## src/rtl/fdi_pkg.sv

```systemverilog
// constants, register map and types of the floppy drive host interface block
package fdi_pkg;
   // register byte addresses
   localparam logic [7:0] CTRL_ADDR   = 8'h00;
   localparam logic [7:0] STATUS_ADDR = 8'h04;
   localparam logic [7:0] TRACK_ADDR  = 8'h08;
   // control register fields
   localparam int CTRL_ALWAYS_SEL = 0;
   localparam int CTRL_INDICATOR  = 1;
   localparam int CTRL_LOCK       = 2;
   localparam int CTRL_SEEK_CPL   = 3;
   localparam int CTRL_INIT_DONE  = 4;
   localparam int CTRL_WPROT      = 5;
   localparam int CTRL_ADDR_LSB   = 8;
   localparam logic [31:0] CTRL_RESET = 32'h0000_0000;
   // timing, clock 20 MHz
   localparam int CLK_KHZ        = 20000;
   localparam int SECT_MS        = 4;
   localparam int CONV_MS        = 6;
   localparam int BURST_MAX_MS   = 5;
   localparam int SETTLE_MS      = 15;
   localparam int SEEKCPL_MS     = 12;
   localparam int TRIM_ON_US     = 425;
   localparam int TRIM_OFF_US    = 950;
   localparam int READ_VALID_US  = 1100;
   localparam int MS_CYC         = CLK_KHZ;
   localparam int US_CYC         = CLK_KHZ / 1000;
   localparam int SECT_CYC       = SECT_MS * MS_CYC;
   localparam int CONV_CYC       = CONV_MS * MS_CYC;
   localparam int BURST_MAX_CYC  = BURST_MAX_MS * MS_CYC;
   localparam int SETTLE_CYC     = SETTLE_MS * MS_CYC;
   localparam int SEEKCPL_CYC    = SEEKCPL_MS * MS_CYC;
   localparam int TRIM_ON_CYC    = TRIM_ON_US * US_CYC;
   localparam int TRIM_OFF_CYC   = TRIM_OFF_US * US_CYC;
   localparam int READ_VALID_CYC = READ_VALID_US * US_CYC;
   localparam int MAX_BURST      = 256;
   localparam int MAX_TRACK      = 255;
   typedef enum logic [3:0] {
      SK_IDLE   = 4'b0001,
      SK_CONV   = 4'b0010,
      SK_BURST  = 4'b0100,
      SK_SETTLE = 4'b1000
   } fdi_seek_type;
endpackage

```

## src/rtl/fdi_drive_if.sv

```systemverilog
// floppy drive host interface: selection, index, stepping, write gate and data
//
// The implementer's own choices: the APB register port and the register offsets.
`timescale 1ns/1ps
// Function
// - ignore host and disable functions until initialization completes, shown by track zero; head select still drives lower_head before it.
// - select only when the select line matching the address jumper is asserted.
// - always-selected jumper with no address jumper makes the drive permanently selected.
// - indicator option lights the front panel indicator whenever selected.
// - lock option locks door while selected and in-use true; deselect needs reselect.
// - sector/index output asserted 4 ms per passing hole, leading edge is reference.
// - move positioner one track per step pulse in the direction input's sense.
// - step period 6 ms or more is conventional, 3 to 5 ms is burst.
// - seek-complete option drives ready when head in position; drive adds 12 ms after conventional steps.
// - in burst mode direction sampled at first pulse applies to whole burst.
// - after a burst positioning completes within count times 6 ms plus 15 ms.
// - accept and count bursts of up to 256 step pulses.
// - head select high picks lower head, low picks upper head.
// - read channel off and steps ignored during write gate and trim erase.
// - trim erase on 425 us after gate asserts, off 950 us after release.
// - reverse write current on each falling edge of write data.
// - writing enabled only with gate true, no step in progress, not protected.
// - read data held invalid until 1100 us after write gate deasserts.
module fdi_drive_if #(
   parameter int SECT_CYCLES   = fdi_pkg::SECT_CYC,
   parameter int CONV_CYCLES   = fdi_pkg::CONV_CYC,
   parameter int BURST_CYCLES  = fdi_pkg::BURST_MAX_CYC,
   parameter int SETTLE_CYCLES = fdi_pkg::SETTLE_CYC,
   parameter int SEEKC_CYCLES  = fdi_pkg::SEEKCPL_CYC,
   parameter int TRIM_ON_CYCLES  = fdi_pkg::TRIM_ON_CYC,
   parameter int TRIM_OFF_CYCLES = fdi_pkg::TRIM_OFF_CYC,
   parameter int READ_CYCLES   = fdi_pkg::READ_VALID_CYC
) (
   // clock and reset
   input  wire logic        pclk,
   input  wire logic        presetn,
   // apb slave
   input  wire logic        psel,
   input  wire logic        penable,
   input  wire logic        pwrite,
   input  wire logic [7:0]  paddr,
   input  wire logic [31:0] pwdata,
   output logic [31:0]      prdata,
   output logic             pready,
   output logic             pslverr,
   // host pins, active high inside the block
   input  wire logic [3:0]  unit_select_line,
   input  wire logic        in_use,
   input  wire logic        step_pulse,
   input  wire logic        step_direction,
   input  wire logic        head_side_select,
   input  wire logic        write_gate,
   input  wire logic        write_data_pulse,
   // drive sensors
   input  wire logic        hole_sensed,
   input  wire logic        read_flux,
   // host outputs
   output logic             track_zero_flag,
   output logic             sector_index_pulse,
   output logic             ready_out,
   output logic             read_data_pulse,
   // drive actuators
   output logic             selected_out,
   output logic             indicator_on,
   output logic             door_lock,
   output logic             step_move,
   output logic             step_outward,
   output logic             lower_head,
   output logic             write_enable,
   output logic             write_current,
   output logic             trim_erase
);
   localparam int CW = 32;
   if (SECT_CYCLES < 1 || CONV_CYCLES <= BURST_CYCLES || SETTLE_CYCLES < 1 ||
       TRIM_ON_CYCLES < 1 || TRIM_OFF_CYCLES < 1 || READ_CYCLES < TRIM_OFF_CYCLES) begin : g_bad
      $error("fdi_drive_if: timing parameters out of range");
   end

   // pin synchronisers, two flops each
   localparam int NS = 12;
   logic [NS-1:0] s1_reg;
   logic [NS-1:0] s2_reg;
   always_ff @(posedge pclk or negedge presetn) begin
      if (!presetn) begin
         s1_reg <= '0;
         s2_reg <= '0;
      end else begin
         s1_reg <= {read_flux, unit_select_line, in_use, step_pulse, step_direction,
                    head_side_select, write_gate, write_data_pulse, hole_sensed};
         s2_reg <= s1_reg;
      end
   end
   wire       rf_s   = s2_reg[11];
   wire [3:0] ds_s   = s2_reg[10:7];
   wire       use_s  = s2_reg[6];
   wire       step_s = s2_reg[5];
   wire       dir_s  = s2_reg[4];
   wire       hs_s   = s2_reg[3];
   wire       wg_s   = s2_reg[2];
   wire       wd_s   = s2_reg[1];
   wire       hole_s = s2_reg[0];
   logic step_d_reg, wd_d_reg, hole_d_reg, wg_d_reg;
   always_ff @(posedge pclk or negedge presetn) begin
      if (!presetn) begin
         step_d_reg <= 1'b0;
         wd_d_reg   <= 1'b0;
         hole_d_reg <= 1'b0;
         wg_d_reg   <= 1'b0;
      end else begin
         step_d_reg <= step_s;
         wd_d_reg   <= wd_s;
         hole_d_reg <= hole_s;
         wg_d_reg   <= wg_s;
      end
   end

   // registers
   logic [31:0] ctrl_reg;
   wire         init_done = ctrl_reg[fdi_pkg::CTRL_INIT_DONE];
   wire [3:0]   addr_jmp  = ctrl_reg[fdi_pkg::CTRL_ADDR_LSB +: 4];
   wire         apb_wr    = psel && penable && pwrite;
   wire         hit_ctrl  = paddr == fdi_pkg::CTRL_ADDR;
   wire         hit_stat  = paddr == fdi_pkg::STATUS_ADDR;
   wire         hit_trk   = paddr == fdi_pkg::TRACK_ADDR;
   wire         hit_any   = hit_ctrl || hit_stat || hit_trk;
   always_ff @(posedge pclk or negedge presetn) begin
      if (!presetn)
         ctrl_reg <= fdi_pkg::CTRL_RESET;
      else if (apb_wr && hit_ctrl)
         ctrl_reg <= pwdata;
   end

   // selection
   wire addr_sel   = |(ds_s & addr_jmp);
   wire always_sel = ctrl_reg[fdi_pkg::CTRL_ALWAYS_SEL] && addr_jmp == 4'h0;
   logic lock_reg;
   // a locked drive stays selected until in-use drops and select is reasserted
   wire  sel_raw  = init_done && (addr_sel || always_sel);
   wire  sel      = sel_raw || lock_reg;
   logic sel_raw_d_reg;
   always_ff @(posedge pclk or negedge presetn) begin
      if (!presetn) begin
         lock_reg      <= 1'b0;
         sel_raw_d_reg <= 1'b0;
      end else begin
         sel_raw_d_reg <= sel_raw;
         if (ctrl_reg[fdi_pkg::CTRL_LOCK] && sel && use_s)
            lock_reg <= 1'b1;
         else if (!use_s && sel_raw && !sel_raw_d_reg)
            lock_reg <= 1'b0;
      end
   end

   // sector/index pulse, timed from the hole's leading edge
   logic [CW-1:0] sect_cnt_reg;
   logic          sect_reg;
   always_ff @(posedge pclk or negedge presetn) begin
      if (!presetn) begin
         sect_cnt_reg <= '0;
         sect_reg     <= 1'b0;
      end else if (hole_s && !hole_d_reg && init_done) begin
         sect_cnt_reg <= CW'(SECT_CYCLES - 1);
         sect_reg     <= 1'b1;
      end else if (sect_cnt_reg != '0) begin
         sect_cnt_reg <= sect_cnt_reg - 1'b1;
      end else begin
         sect_reg <= 1'b0;
      end
   end

   // write gate, trim erase and read recovery
   logic [CW-1:0] on_cnt_reg;
   logic [CW-1:0] off_cnt_reg;
   logic          trim_reg;
   logic          rd_inhibit_reg;
   wire           wg_act = wg_s && sel;
   always_ff @(posedge pclk or negedge presetn) begin
      if (!presetn) begin
         on_cnt_reg     <= '0;
         off_cnt_reg    <= '0;
         trim_reg       <= 1'b0;
         rd_inhibit_reg <= 1'b0;
      end else if (wg_act) begin
         off_cnt_reg    <= '0;
         rd_inhibit_reg <= 1'b1;
         if (on_cnt_reg == CW'(TRIM_ON_CYCLES))
            trim_reg <= 1'b1;
         else
            on_cnt_reg <= on_cnt_reg + 1'b1;
      end else begin
         on_cnt_reg <= '0;
         if (rd_inhibit_reg) begin
            off_cnt_reg <= off_cnt_reg + 1'b1;
            if (off_cnt_reg == CW'(TRIM_OFF_CYCLES))
               trim_reg <= 1'b0;
            if (off_cnt_reg == CW'(READ_CYCLES))
               rd_inhibit_reg <= 1'b0;
         end
      end
   end
   // trim erase period ends no later than the read recovery time ends
   wire wr_busy = wg_act || rd_inhibit_reg;

   // stepping: mode from pulse period, burst count and time to position
   fdi_pkg::fdi_seek_type st_reg;
   logic [CW-1:0]  per_cnt_reg;
   logic [CW-1:0]  ttp_cnt_reg;
   logic [8:0]     burst_cnt_reg;
   logic           bdir_reg;
   logic           move_reg;
   logic           out_reg;
   logic [7:0]     track_reg;
   wire            step_edge = step_s && !step_d_reg && sel && !wr_busy;
   always_ff @(posedge pclk or negedge presetn) begin
      if (!presetn) begin
         st_reg        <= fdi_pkg::SK_IDLE;
         per_cnt_reg   <= '0;
         ttp_cnt_reg   <= '0;
         burst_cnt_reg <= '0;
         bdir_reg      <= 1'b0;
         move_reg      <= 1'b0;
         out_reg       <= 1'b0;
         track_reg     <= '0;
      end else begin
         move_reg <= 1'b0;
         if (per_cnt_reg != '1)
            per_cnt_reg <= per_cnt_reg + 1'b1;
         if (step_edge) begin
            per_cnt_reg <= '0;
            move_reg    <= 1'b1;
         end
         case (st_reg)
            fdi_pkg::SK_IDLE: begin
               if (step_edge) begin
                  bdir_reg      <= dir_s;
                  out_reg       <= dir_s;
                  burst_cnt_reg <= 9'h001;
                  st_reg        <= fdi_pkg::SK_CONV;
               end
            end
            fdi_pkg::SK_CONV: begin
               if (step_edge) begin
                  // counter starts at zero on a step, so the period is count plus one
                  if (per_cnt_reg < CW'(CONV_CYCLES - 1)) begin
                     out_reg       <= bdir_reg;
                     burst_cnt_reg <= burst_cnt_reg + 1'b1;
                     st_reg        <= fdi_pkg::SK_BURST;
                  end else begin
                     bdir_reg      <= dir_s;
                     out_reg       <= dir_s;
                     burst_cnt_reg <= 9'h001;
                  end
               end else if (per_cnt_reg >= CW'(CONV_CYCLES)) begin
                  ttp_cnt_reg <= CW'(SEEKC_CYCLES);
                  st_reg      <= fdi_pkg::SK_SETTLE;
               end
            end
            fdi_pkg::SK_BURST: begin
               if (step_edge) begin
                  out_reg <= bdir_reg;
                  if (burst_cnt_reg != 9'(fdi_pkg::MAX_BURST))
                     burst_cnt_reg <= burst_cnt_reg + 1'b1;
               end else if (per_cnt_reg > CW'(BURST_CYCLES)) begin
                  ttp_cnt_reg <= CW'(SETTLE_CYCLES) +
                                 CW'(burst_cnt_reg) * CW'(CONV_CYCLES);
                  st_reg      <= fdi_pkg::SK_SETTLE;
               end
            end
            fdi_pkg::SK_SETTLE: begin
               // a conventional step may arrive while seek complete still settles
               if (step_edge) begin
                  bdir_reg      <= dir_s;
                  out_reg       <= dir_s;
                  burst_cnt_reg <= 9'h001;
                  st_reg        <= fdi_pkg::SK_CONV;
               end else if (ttp_cnt_reg != '0)
                  ttp_cnt_reg <= ttp_cnt_reg - 1'b1;
               else
                  st_reg <= fdi_pkg::SK_IDLE;
            end
            default: st_reg <= fdi_pkg::SK_IDLE;
         endcase
         // positioner stops at track zero; track count saturates at the top
         if (move_reg) begin
            if (out_reg && track_reg != 8'h00)
               track_reg <= track_reg - 1'b1;
            else if (!out_reg && track_reg != 8'(fdi_pkg::MAX_TRACK))
               track_reg <= track_reg + 1'b1;
         end
      end
   end
   wire stepping = st_reg != fdi_pkg::SK_IDLE;

   // write current toggles on each falling write data edge while writing is enabled
   logic wcur_reg;
   wire  wr_ok = wg_act && !stepping && !ctrl_reg[fdi_pkg::CTRL_WPROT];
   always_ff @(posedge pclk or negedge presetn) begin
      if (!presetn)
         wcur_reg <= 1'b0;
      else if (wr_ok && !wd_s && wd_d_reg)
         wcur_reg <= !wcur_reg;
   end

   // registered outputs
   wire ready_n = ctrl_reg[fdi_pkg::CTRL_SEEK_CPL] ? (sel && !stepping) : sel;
   wire [31:0] status_w = {16'h0000, track_reg, 1'b0, trim_reg, wr_busy, stepping,
                           st_reg == fdi_pkg::SK_BURST, lock_reg, sel, init_done};
   always_ff @(posedge pclk or negedge presetn) begin
      if (!presetn) begin
         track_zero_flag    <= 1'b0;
         sector_index_pulse <= 1'b0;
         ready_out          <= 1'b0;
         read_data_pulse    <= 1'b0;
         selected_out       <= 1'b0;
         indicator_on       <= 1'b0;
         door_lock          <= 1'b0;
         step_move          <= 1'b0;
         step_outward       <= 1'b0;
         lower_head         <= 1'b0;
         write_enable       <= 1'b0;
         write_current      <= 1'b0;
         trim_erase         <= 1'b0;
         prdata             <= '0;
         pready             <= 1'b0;
         pslverr            <= 1'b0;
      end else begin
         track_zero_flag    <= init_done && track_reg == 8'h00;
         sector_index_pulse <= sect_reg && sel;
         ready_out          <= ready_n;
         read_data_pulse    <= sel && !wr_busy && rf_s;
         selected_out       <= sel;
         indicator_on       <= ctrl_reg[fdi_pkg::CTRL_INDICATOR] && sel;
         door_lock          <= lock_reg;
         step_move          <= move_reg;
         step_outward       <= out_reg;
         lower_head         <= hs_s;
         write_enable       <= wr_ok;
         write_current      <= wcur_reg;
         trim_erase         <= trim_reg;
         pready             <= psel && !penable;
         pslverr            <= psel && !penable && !hit_any;
         if (psel && !penable && !pwrite) begin
            if (hit_ctrl)
               prdata <= ctrl_reg;
            else if (hit_stat)
               prdata <= status_w;
            else if (hit_trk)
               prdata <= {24'h000000, track_reg};
            else
               prdata <= '0;
         end
      end
   end
endmodule // fdi_drive_if

```

## config.mk

```make
export PLATFORM = sky130hd
export DESIGN_NAME = fdi_drive_if
export DESIGN_NICKNAME = d
export VERILOG_FILES = /design/src/rtl/fdi_pkg.sv /design/src/rtl/fdi_drive_if.sv
export SDC_FILE = /design/constraint.sdc
export NUM_CORES = 1
export LEC_CHECK = 0
export BUFFER_PORTS_ARGS = -buffer_cell sky130_fd_sc_hd__buf_4
export CORE_MARGIN = 2
export CORE_UTILIZATION = 55
export DETAILED_ROUTE_END_ITERATION = 10
export PLACE_DENSITY_LB_ADDON = 0.25
export SLEW_MARGIN = 20
export SYNTH_ARGS = -nofsm -noshare
export SYNTH_HDL_FRONTEND = slang
export SYNTH_SLANG_ARGS = --single-unit
```

## constraint.sdc

```tcl
create_clock -name pclk -period 6.9 [get_ports pclk]
set_input_delay 1.38 -clock pclk [delete_from_list [all_inputs] [get_ports pclk]]
set_output_delay 1.38 -clock pclk [all_outputs]
set_load 0.02 [all_outputs]
```

==> impl_metrics.py, run 1 <==
metrics = {
    "run_status": {
        "status": "finished, final reports clean",
    },
    "floorplan": {
        "fp.dieH_um": 177,
        "ios": 104,
        "rows": 63,
        "start_util_pct": 55.8,
        "die_w_um": 177,
        "core_um2": 29600,
        "die_area_um2": 31400,
    },
    "synth": {
        "syn-instance-count": 1728,
        "syn-num-nets": 1889,
        "synth-simple-area-share_pct": 22.0,
        "yosysUniqueCellTypes": 76,
        "synth_edf_count": 0,
        "netlist_area_um2": 16500,
        "yosys.area_share.adder_pct": 9.21,
        "syn_avg_cell_area_um2": 9.54,
        "synth_top_family_by_area": "simple AND/OR/NAND/NOR gates",
        "async_flop_share_pct": 100,
        "synth-compound-area-share_pct": 9.86,
        "synth_warnings": 0,
        "yosysSeqAreaShare_pct": 44.9,
        "ys.flop_type": "dfrtp_1",
        "netlist.area_leader.share_pct": 44.8,
        "synth_top_area_cell": "dfrtp_1",
        "synth.area.mux_share_pct": 2.69,
        "yosys-top-cells-area": "dfrtp_1 45%, ha_1 5.7%, nor2_1 4.4%",
        "synth_seq_cells": 296,
        "yosysMostFrequentCell": "dfrtp_1",
        "synth_xor_area_share_pct": 7.75,
        "synth_commonest_cells": "295 x dfrtp_1, 195 x nor2_1, 178 x nand2_1",
    },
    "setup_path": {
        "worstPathCellList": "fa_1 -> fa_1 -> fa_1 -> inv_1 -> fa_1 -> inv_1 -> ha_1 -> nand3_1 -> o32ai_1 -> or4b_2 -> and2_0 -> o311ai_0 -> nor4bb_1 -> o41a_1 -> nand3_1",
        "end_kind": "flop",
        "slowest_stage": "or4b_2",
        "reg2reg_from": "burst_cnt_reg[3]",
        "reg2reg_depth": 15,
        "crit_top_cell": "fa_1",
        "critPathArrivalTime_ns": 6.19,
        "max_stage_delay_ns": 0.71,
        "critical_path_class": "flop to flop",
        "required_ns": 7.33,
        "setup.worst_path.start_class": "flop",
        "critPathMaxFanout": 10,
        "setup.worst_path.start": "burst_cnt_reg[3]",
        "r2r_setup_slack_ns": 1.15,
    },
    "route": {
        "drtAntennaViolNets": 0,
        "wl_per_cell_um": 16.6,
        "routed_via_density": 5.76,
        "vias": 12800,
        "drc": 0,
        "wirelength_um": 37000,
        "drt-initial-drc-count": 907,
        "firstDrtPassIters": 5,
    },
    "global_routing": {
        "gr-total-overflow": 0,
        "grtUsageMet3_pct": 2.62,
        "grt_first_pass_wirelength_um": 63100,
        "top_usage_layer": "met2",
        "grt_util_met1_pct": 33.2,
        "grtUsageMet2_pct": 41.6,
        "grt_pass1_vias": 12900,
        "antenna_found_initial": 0,
        "grt_start_max_net_pins": 106,
        "grt.total_usage_pct": 24.3,
    },
    "cells_and_area": {
        "fin_nets": 1976,
        "diodes": 0,
        "final_util_pct": 64.0,
        "syn2layout_area_growth_pct": 14.7,
        "drive_gt1_share_pct": 13.1,
        "multi_input_area_um2": 8530,
        "fillCellCount": 2361,
        "seq_area_um2": 7410,
        "final_cells": 2229,
    },
    "timing": {
        "finClkSkew_ns": 0.0157,
        "finalHoldViolCount": 0,
        "maxSlewViolCount": 0,
        "fin_setup_tns_ns": 0,
        "fin_crit_ns": 5.75,
        "finalCritPeriodShare_pct": 83.4,
        "setup_violations": 0,
        "fmax_mhz": 174,
        "relSlewSlack_pct": 29.2,
        "rsz0062_at_grt": "no",
        "worst_pin_slew_ns": 1.06,
    },
    "clock_network": {
        "cts.sinks": 296,
        "ctsLongestPathBuffers": 3,
        "cts_resized": 0,
        "cts_tree": "yes",
        "postCtsHoldBufs": 0,
        "numCtsBuffers": 31,
        "cts_setup_buffers": 0,
        "cts-root-buf": "clkbuf_16",
        "clk_pin_slew_ns": 0.07,
        "clk_latency_ns": 0.56,
        "htree_levels": 1,
    },
    "placed_design": {
        "io_buffers": 103,
        "dp_hpwl_um": 25800,
        "place_congestion": 0.880,
        "dp_cells": 2172,
    },
    "pwr": {
        "irDropWorstVdd_v": 0.000195,
        "power.density_nw_per_um2": 248,
        "p_leak_uw": 0.00890,
    },
    "min_path": {
        "worstHoldPathCells": 0,
        "hp-start": "s1_reg[3]",
        "min-delay-path-class": "flop to flop",
    },
    "run": {
        "maxCapViolations": 0,
    },
}
area by class of cell:
class	instances	share of cell area, %
repair buffers	119	4.76
flip-flops and latches	296	39.2
clock buffers	35	4.34
multi-input cells	1275	45.1
inverters	92	1.83
well taps	390	2.58
clock inverters	22	2.23
per-stage QoR:
stage               hold WS [ns]  area, um2  total power [uW]  setup slack, ns
floorplan                  0.331      16500              2460             1.64
global route               0.363      18900              4920            0.746
global placement           0.335      17700              2680             1.33
finish                     0.347      18900              4690             1.15
CTS                        0.351      18900              4720             1.10
detailed placement         0.336      17700              2700             1.13
worst paths after layout:
check | to
min reg2reg | s2_reg[3]
max | ttp_cnt_reg[25]
min in group asynchronous | prdata[22]
min | s2_reg[3]
max in group asynchronous | off_cnt_reg[22]
max reg2reg | ttp_cnt_reg[25]
metal layers:
metal / vias to the layer above / share of wire [%]
li1: 6177 / -
met1: 6312 / 46
met2: 300 / 48
met3: 60 / 4.3
met4: 0 / 2.0
met5: - / 0
power breakdown:
group / switching (uW) / total, uW / leakage [uW] / internal (uW)
logic: 441 / 716 / 0.00435 / 275
clock network: 706 / 2010 / 0.000603 / 1300
registers: 122 / 1970 / 0.00395 / 1850
total: 1270 / 4690 / 0.00890 / 3420
kinds of logic (layout without fill, tap and decap cells):
| family | after synthesis | after routing |
|---|---|---|
| AO/OA/AOI/OAI | 259 | 259 |
| buffers and inverters | 157 | 268 |
| AND/OR/NAND/NOR | 726 | 726 |
| multiplexers | 40 | 40 |
| adder cells (fa/ha/maj) | 104 | 104 |
| flip-flops | 296 | 296 |
| XOR/XNOR | 146 | 146 |
layout by cell type (no fill, tap or decap), types with 12 or more instances in the layout:
cell type | Yosys | routed
o21ai_0 | 85 | 85
nand3_1 | 73 | 73
a21o_1 | 12 | 12
nor4_1 | 27 | 26
ha_1 | 75 | 75
nor2b_1 | 16 | 15
a21oi_1 | 66 | 66
a22oi_1 | 13 | 13
dfrtp_1 | 295 | 295
fa_1 | 29 | 29
and3_1 | 27 | 27
buf_4 | 0 | 118
clkbuf_16 | 0 | 31
xor2_1 | 79 | 79
nor3_1 | 47 | 46
bufinv_16 | 0 | 12
xnor2_1 | 67 | 67
or3_1 | 28 | 28
a31oi_1 | 12 | 12
inv_1 | 90 | 90
nand2_1 | 178 | 177
and2_1 | 13 | 13
mux2_2 | 35 | 35
nand4_1 | 34 | 34
nand2b_1 | 13 | 13
nor2_1 | 195 | 195
worst max-delay path: cells and delay by family, from the launching register on:
kind | cells | cell delay (ns)
AO/OA/AOI/OAI | 3 | 0.92
AND/OR/NAND/NOR | 5 | 1.62
buffers and inverters | 2 | 0.09
flip-flops | 1 | 0.52
adder cells (fa/ha/maj) | 5 | 2.50
Note: power is estimated with default switching activity, not from simulation.
==> inputs of run 2 (changes only) <==
- clock period: 6.9 -> 4.8 ns (I/O delays scaled with it)
==> impl_metrics.py, run 2 (synthesized netlist as in run 1, its figures left out) <==
metrics = {
    "cells_and_area": {
        "fillCellCount": 2348,
        "syn2layout_area_growth_pct": 17.0,
        "multi_input_area_um2": 8780,
        "layout_commonest_cell": "dfrtp_1",
        "final_cell_mix": "290 x dfrtp_1, 195 x nor2_1, 176 x nand2_1, 147 x buf_4, 85 x o21ai_0",
        "drive_gt1_share_pct": 16.2,
        "seq_area_um2": 7410,
        "fin_nets": 2011,
        "diodes": 0,
    },
    "global_routing": {
        "grt_first_pass_wirelength_um": 63700,
        "grt_pass1_vias": 12900,
        "antenna_found_initial": 0,
        "grt.total_usage_pct": 24.7,
        "grt_start_max_net_pins": 138,
        "gr-total-overflow": 0,
    },
    "setup_path": {
        "slowest_stage": "or4b_4",
        "regToRegEndpoint": "ttp_cnt_reg[25]",
        "max_stage_delay_ns": 0.57,
        "r2r_setup_slack_ns": 0.04,
        "reg2reg_depth": 16,
        "path_delay_family": "adder cells",
        "critPathMaxFanout": 6,
        "end_kind": "flop",
        "worstPathCellList": "fa_1 -> inv_2 -> fa_1 -> inv_2 -> fa_1 -> fa_1 -> ha_4 -> buf_6 -> inv_4 -> o32ai_4 -> or4b_4 -> and2_4 -> o311ai_4 -> nor4bb_4 -> o41a_1 -> nand3_1",
        "crit_top_cell": "fa_1",
        "setup.worst_path.start_class": "flop",
        "critical_path_class": "flop to flop",
        "required_ns": 5.19,
        "crit_buf_inv": 4,
        "critPathArrivalTime_ns": 5.15,
        "reg2reg_from": "burst_cnt_reg[2]",
    },
    "route": {
        "wirelength_um": 38400,
        "vias": 13100,
        "wl_per_cell_um": 17.0,
        "drt-initial-drc-count": 988,
        "drc": 0,
        "drtAntennaViolNets": 0,
        "firstDrtPassIters": 5,
        "routed_via_density": 5.78,
    },
    "clock_network": {
        "htree_levels": 2,
        "cts.sinks": 296,
        "cts_tree": "yes",
        "clk_latency_ns": 0.51,
        "cts-root-buf": "clkbuf_16",
        "numCtsBuffers": 34,
        "clk_pin_slew_ns": 0.06,
        "ctsLongestPathBuffers": 3,
    },
    "timing": {
        "worst_pin_slew_ns": 1.10,
        "maxSlewViolCount": 0,
        "finClkSkew_ns": 0.0202,
        "rsz0062_at_grt": "yes",
        "finalCritPeriodShare_pct": 99.1,
        "relSlewSlack_pct": 26.1,
        "fin_crit_ns": 4.76,
        "fmax_mhz": 210,
        "layout_setup_ws_ns": 0.0442,
        "finalHoldViolCount": 0,
        "hold_ws_ns": 0.337,
        "setup_violations": 0,
    },
    "floorplan": {
        "die_area_um2": 31400,
        "die_w_um": 177,
        "ios": 104,
        "rows": 63,
        "start_util_pct": 55.8,
        "fp.dieH_um": 177,
        "core_um2": 29600,
    },
    "placed_design": {
        "dp_hpwl_um": 26500,
        "dp_slack_ns": -0.184,
        "io_buffers": 103,
        "place_congestion": 0.880,
    },
    "min_path": {
        "min-delay-path-class": "flop to flop",
        "worstHoldPathCells": 0,
        "hp-start": "s1_reg[8]",
        "min_to": "s2_reg[8]",
    },
    "pwr": {
        "p_leak_uw": 0.00906,
        "irDropWorstVdd_v": 0.000192,
        "power.density_nw_per_um2": 334,
    },
    "run": {
        "maxCapViolations": 0,
    },
    "run_status": {
        "status": "finished, final reports clean",
    },
}
==> run 2: how the worst max path moves through the flow <==
stage	from	endpoint	cells past startpoint
after floorplan	burst_cnt_reg[1]	ttp_cnt_reg[25]	16
after global placement	burst_cnt_reg[0]	ttp_cnt_reg[24]	15
after detailed placement	burst_cnt_reg[7]	ttp_cnt_reg[24]	17
after CTS	burst_cnt_reg[7]	ttp_cnt_reg[24]	17
after global routing	burst_cnt_reg[2]	ttp_cnt_reg[25]	16
final	burst_cnt_reg[2]	ttp_cnt_reg[25]	16
==> run 2: cell type report <==
type	instances	share of cell area, %
clock buffers	48	5.10
clock inverters	9	0.635
inverters	92	1.80
multi-input cells	1275	45.5
flip-flops and latches	296	38.4
well taps	390	2.53
repair buffers	151	6.02
==> run 2: timing repair <==
| item | in CTS | in global routing |
|---|---|---|
| setup buffers | 1 | 4 |
| endpoints found under the setup margin | 6 | 7 |
| resized for setup | 11 | 39 |
| hold buffers | 0 | 0 |
| pin swaps | 6 | 30 |
| cloned | 0 | 0 |
==> run 2: report_power, final <==
part | total, uW | internal (uW) | switching (uW)
clock | 2550 | 1540 | 1010
combinational | 1070 | 420 | 654
sequential | 2830 | 2660 | 168
==> run 2: worst register-to-register path, stage by stage (launching register included) <==
cell and delay (ns):
dfrtp_2 0.41, fa_1 0.56, inv_2 0.05, fa_1 0.50
inv_2 0.05, fa_1 0.48, fa_1 0.54, ha_4 0.23
buf_6 0.12, inv_4 0.04, o32ai_4 0.07, or4b_4 0.57
and2_4 0.17, o311ai_4 0.27, nor4bb_4 0.35, o41a_1 0.17
nand3_1 0.07
==> run 2: per-layer routing <==
| metal | part of all wire, % | wire length, um | track usage (%) | vias to the layer above |
|---|---|---|---|---|
| met4 | 1.7 | 652 | 5.51 | 0 |
| met1 | 44 | 16800 | 33.2 | 6447 |
| li1 | - | - | - | 6259 |
| met3 | 4.6 | 1770 | 3.35 | 53 |
| met2 | 50 | 19200 | 42.6 | 313 |
| met5 | 0 | 0 | 0 | - |
==> run 2: metrics by stage <==
step | std cells | setup TNS [ns] | util, % | area [um2] | total power (uW)
6_report | 2261 | 0 | 65.3 | 19300 | 6450
5_1_grt | 2261 | -0.239 | 65.3 | 19300 | 6770
4_1_cts | 2257 | 0 | 64.6 | 19100 | 6480
3_5_place_dp | 2199 | -0.417 | 60.6 | 17900 | 3910
3_3_place_gp | 2199 | -0.158 | 60.6 | 17900 | 3870
2_1_floorplan | 1728 | 0 | - | 16500 | 3540
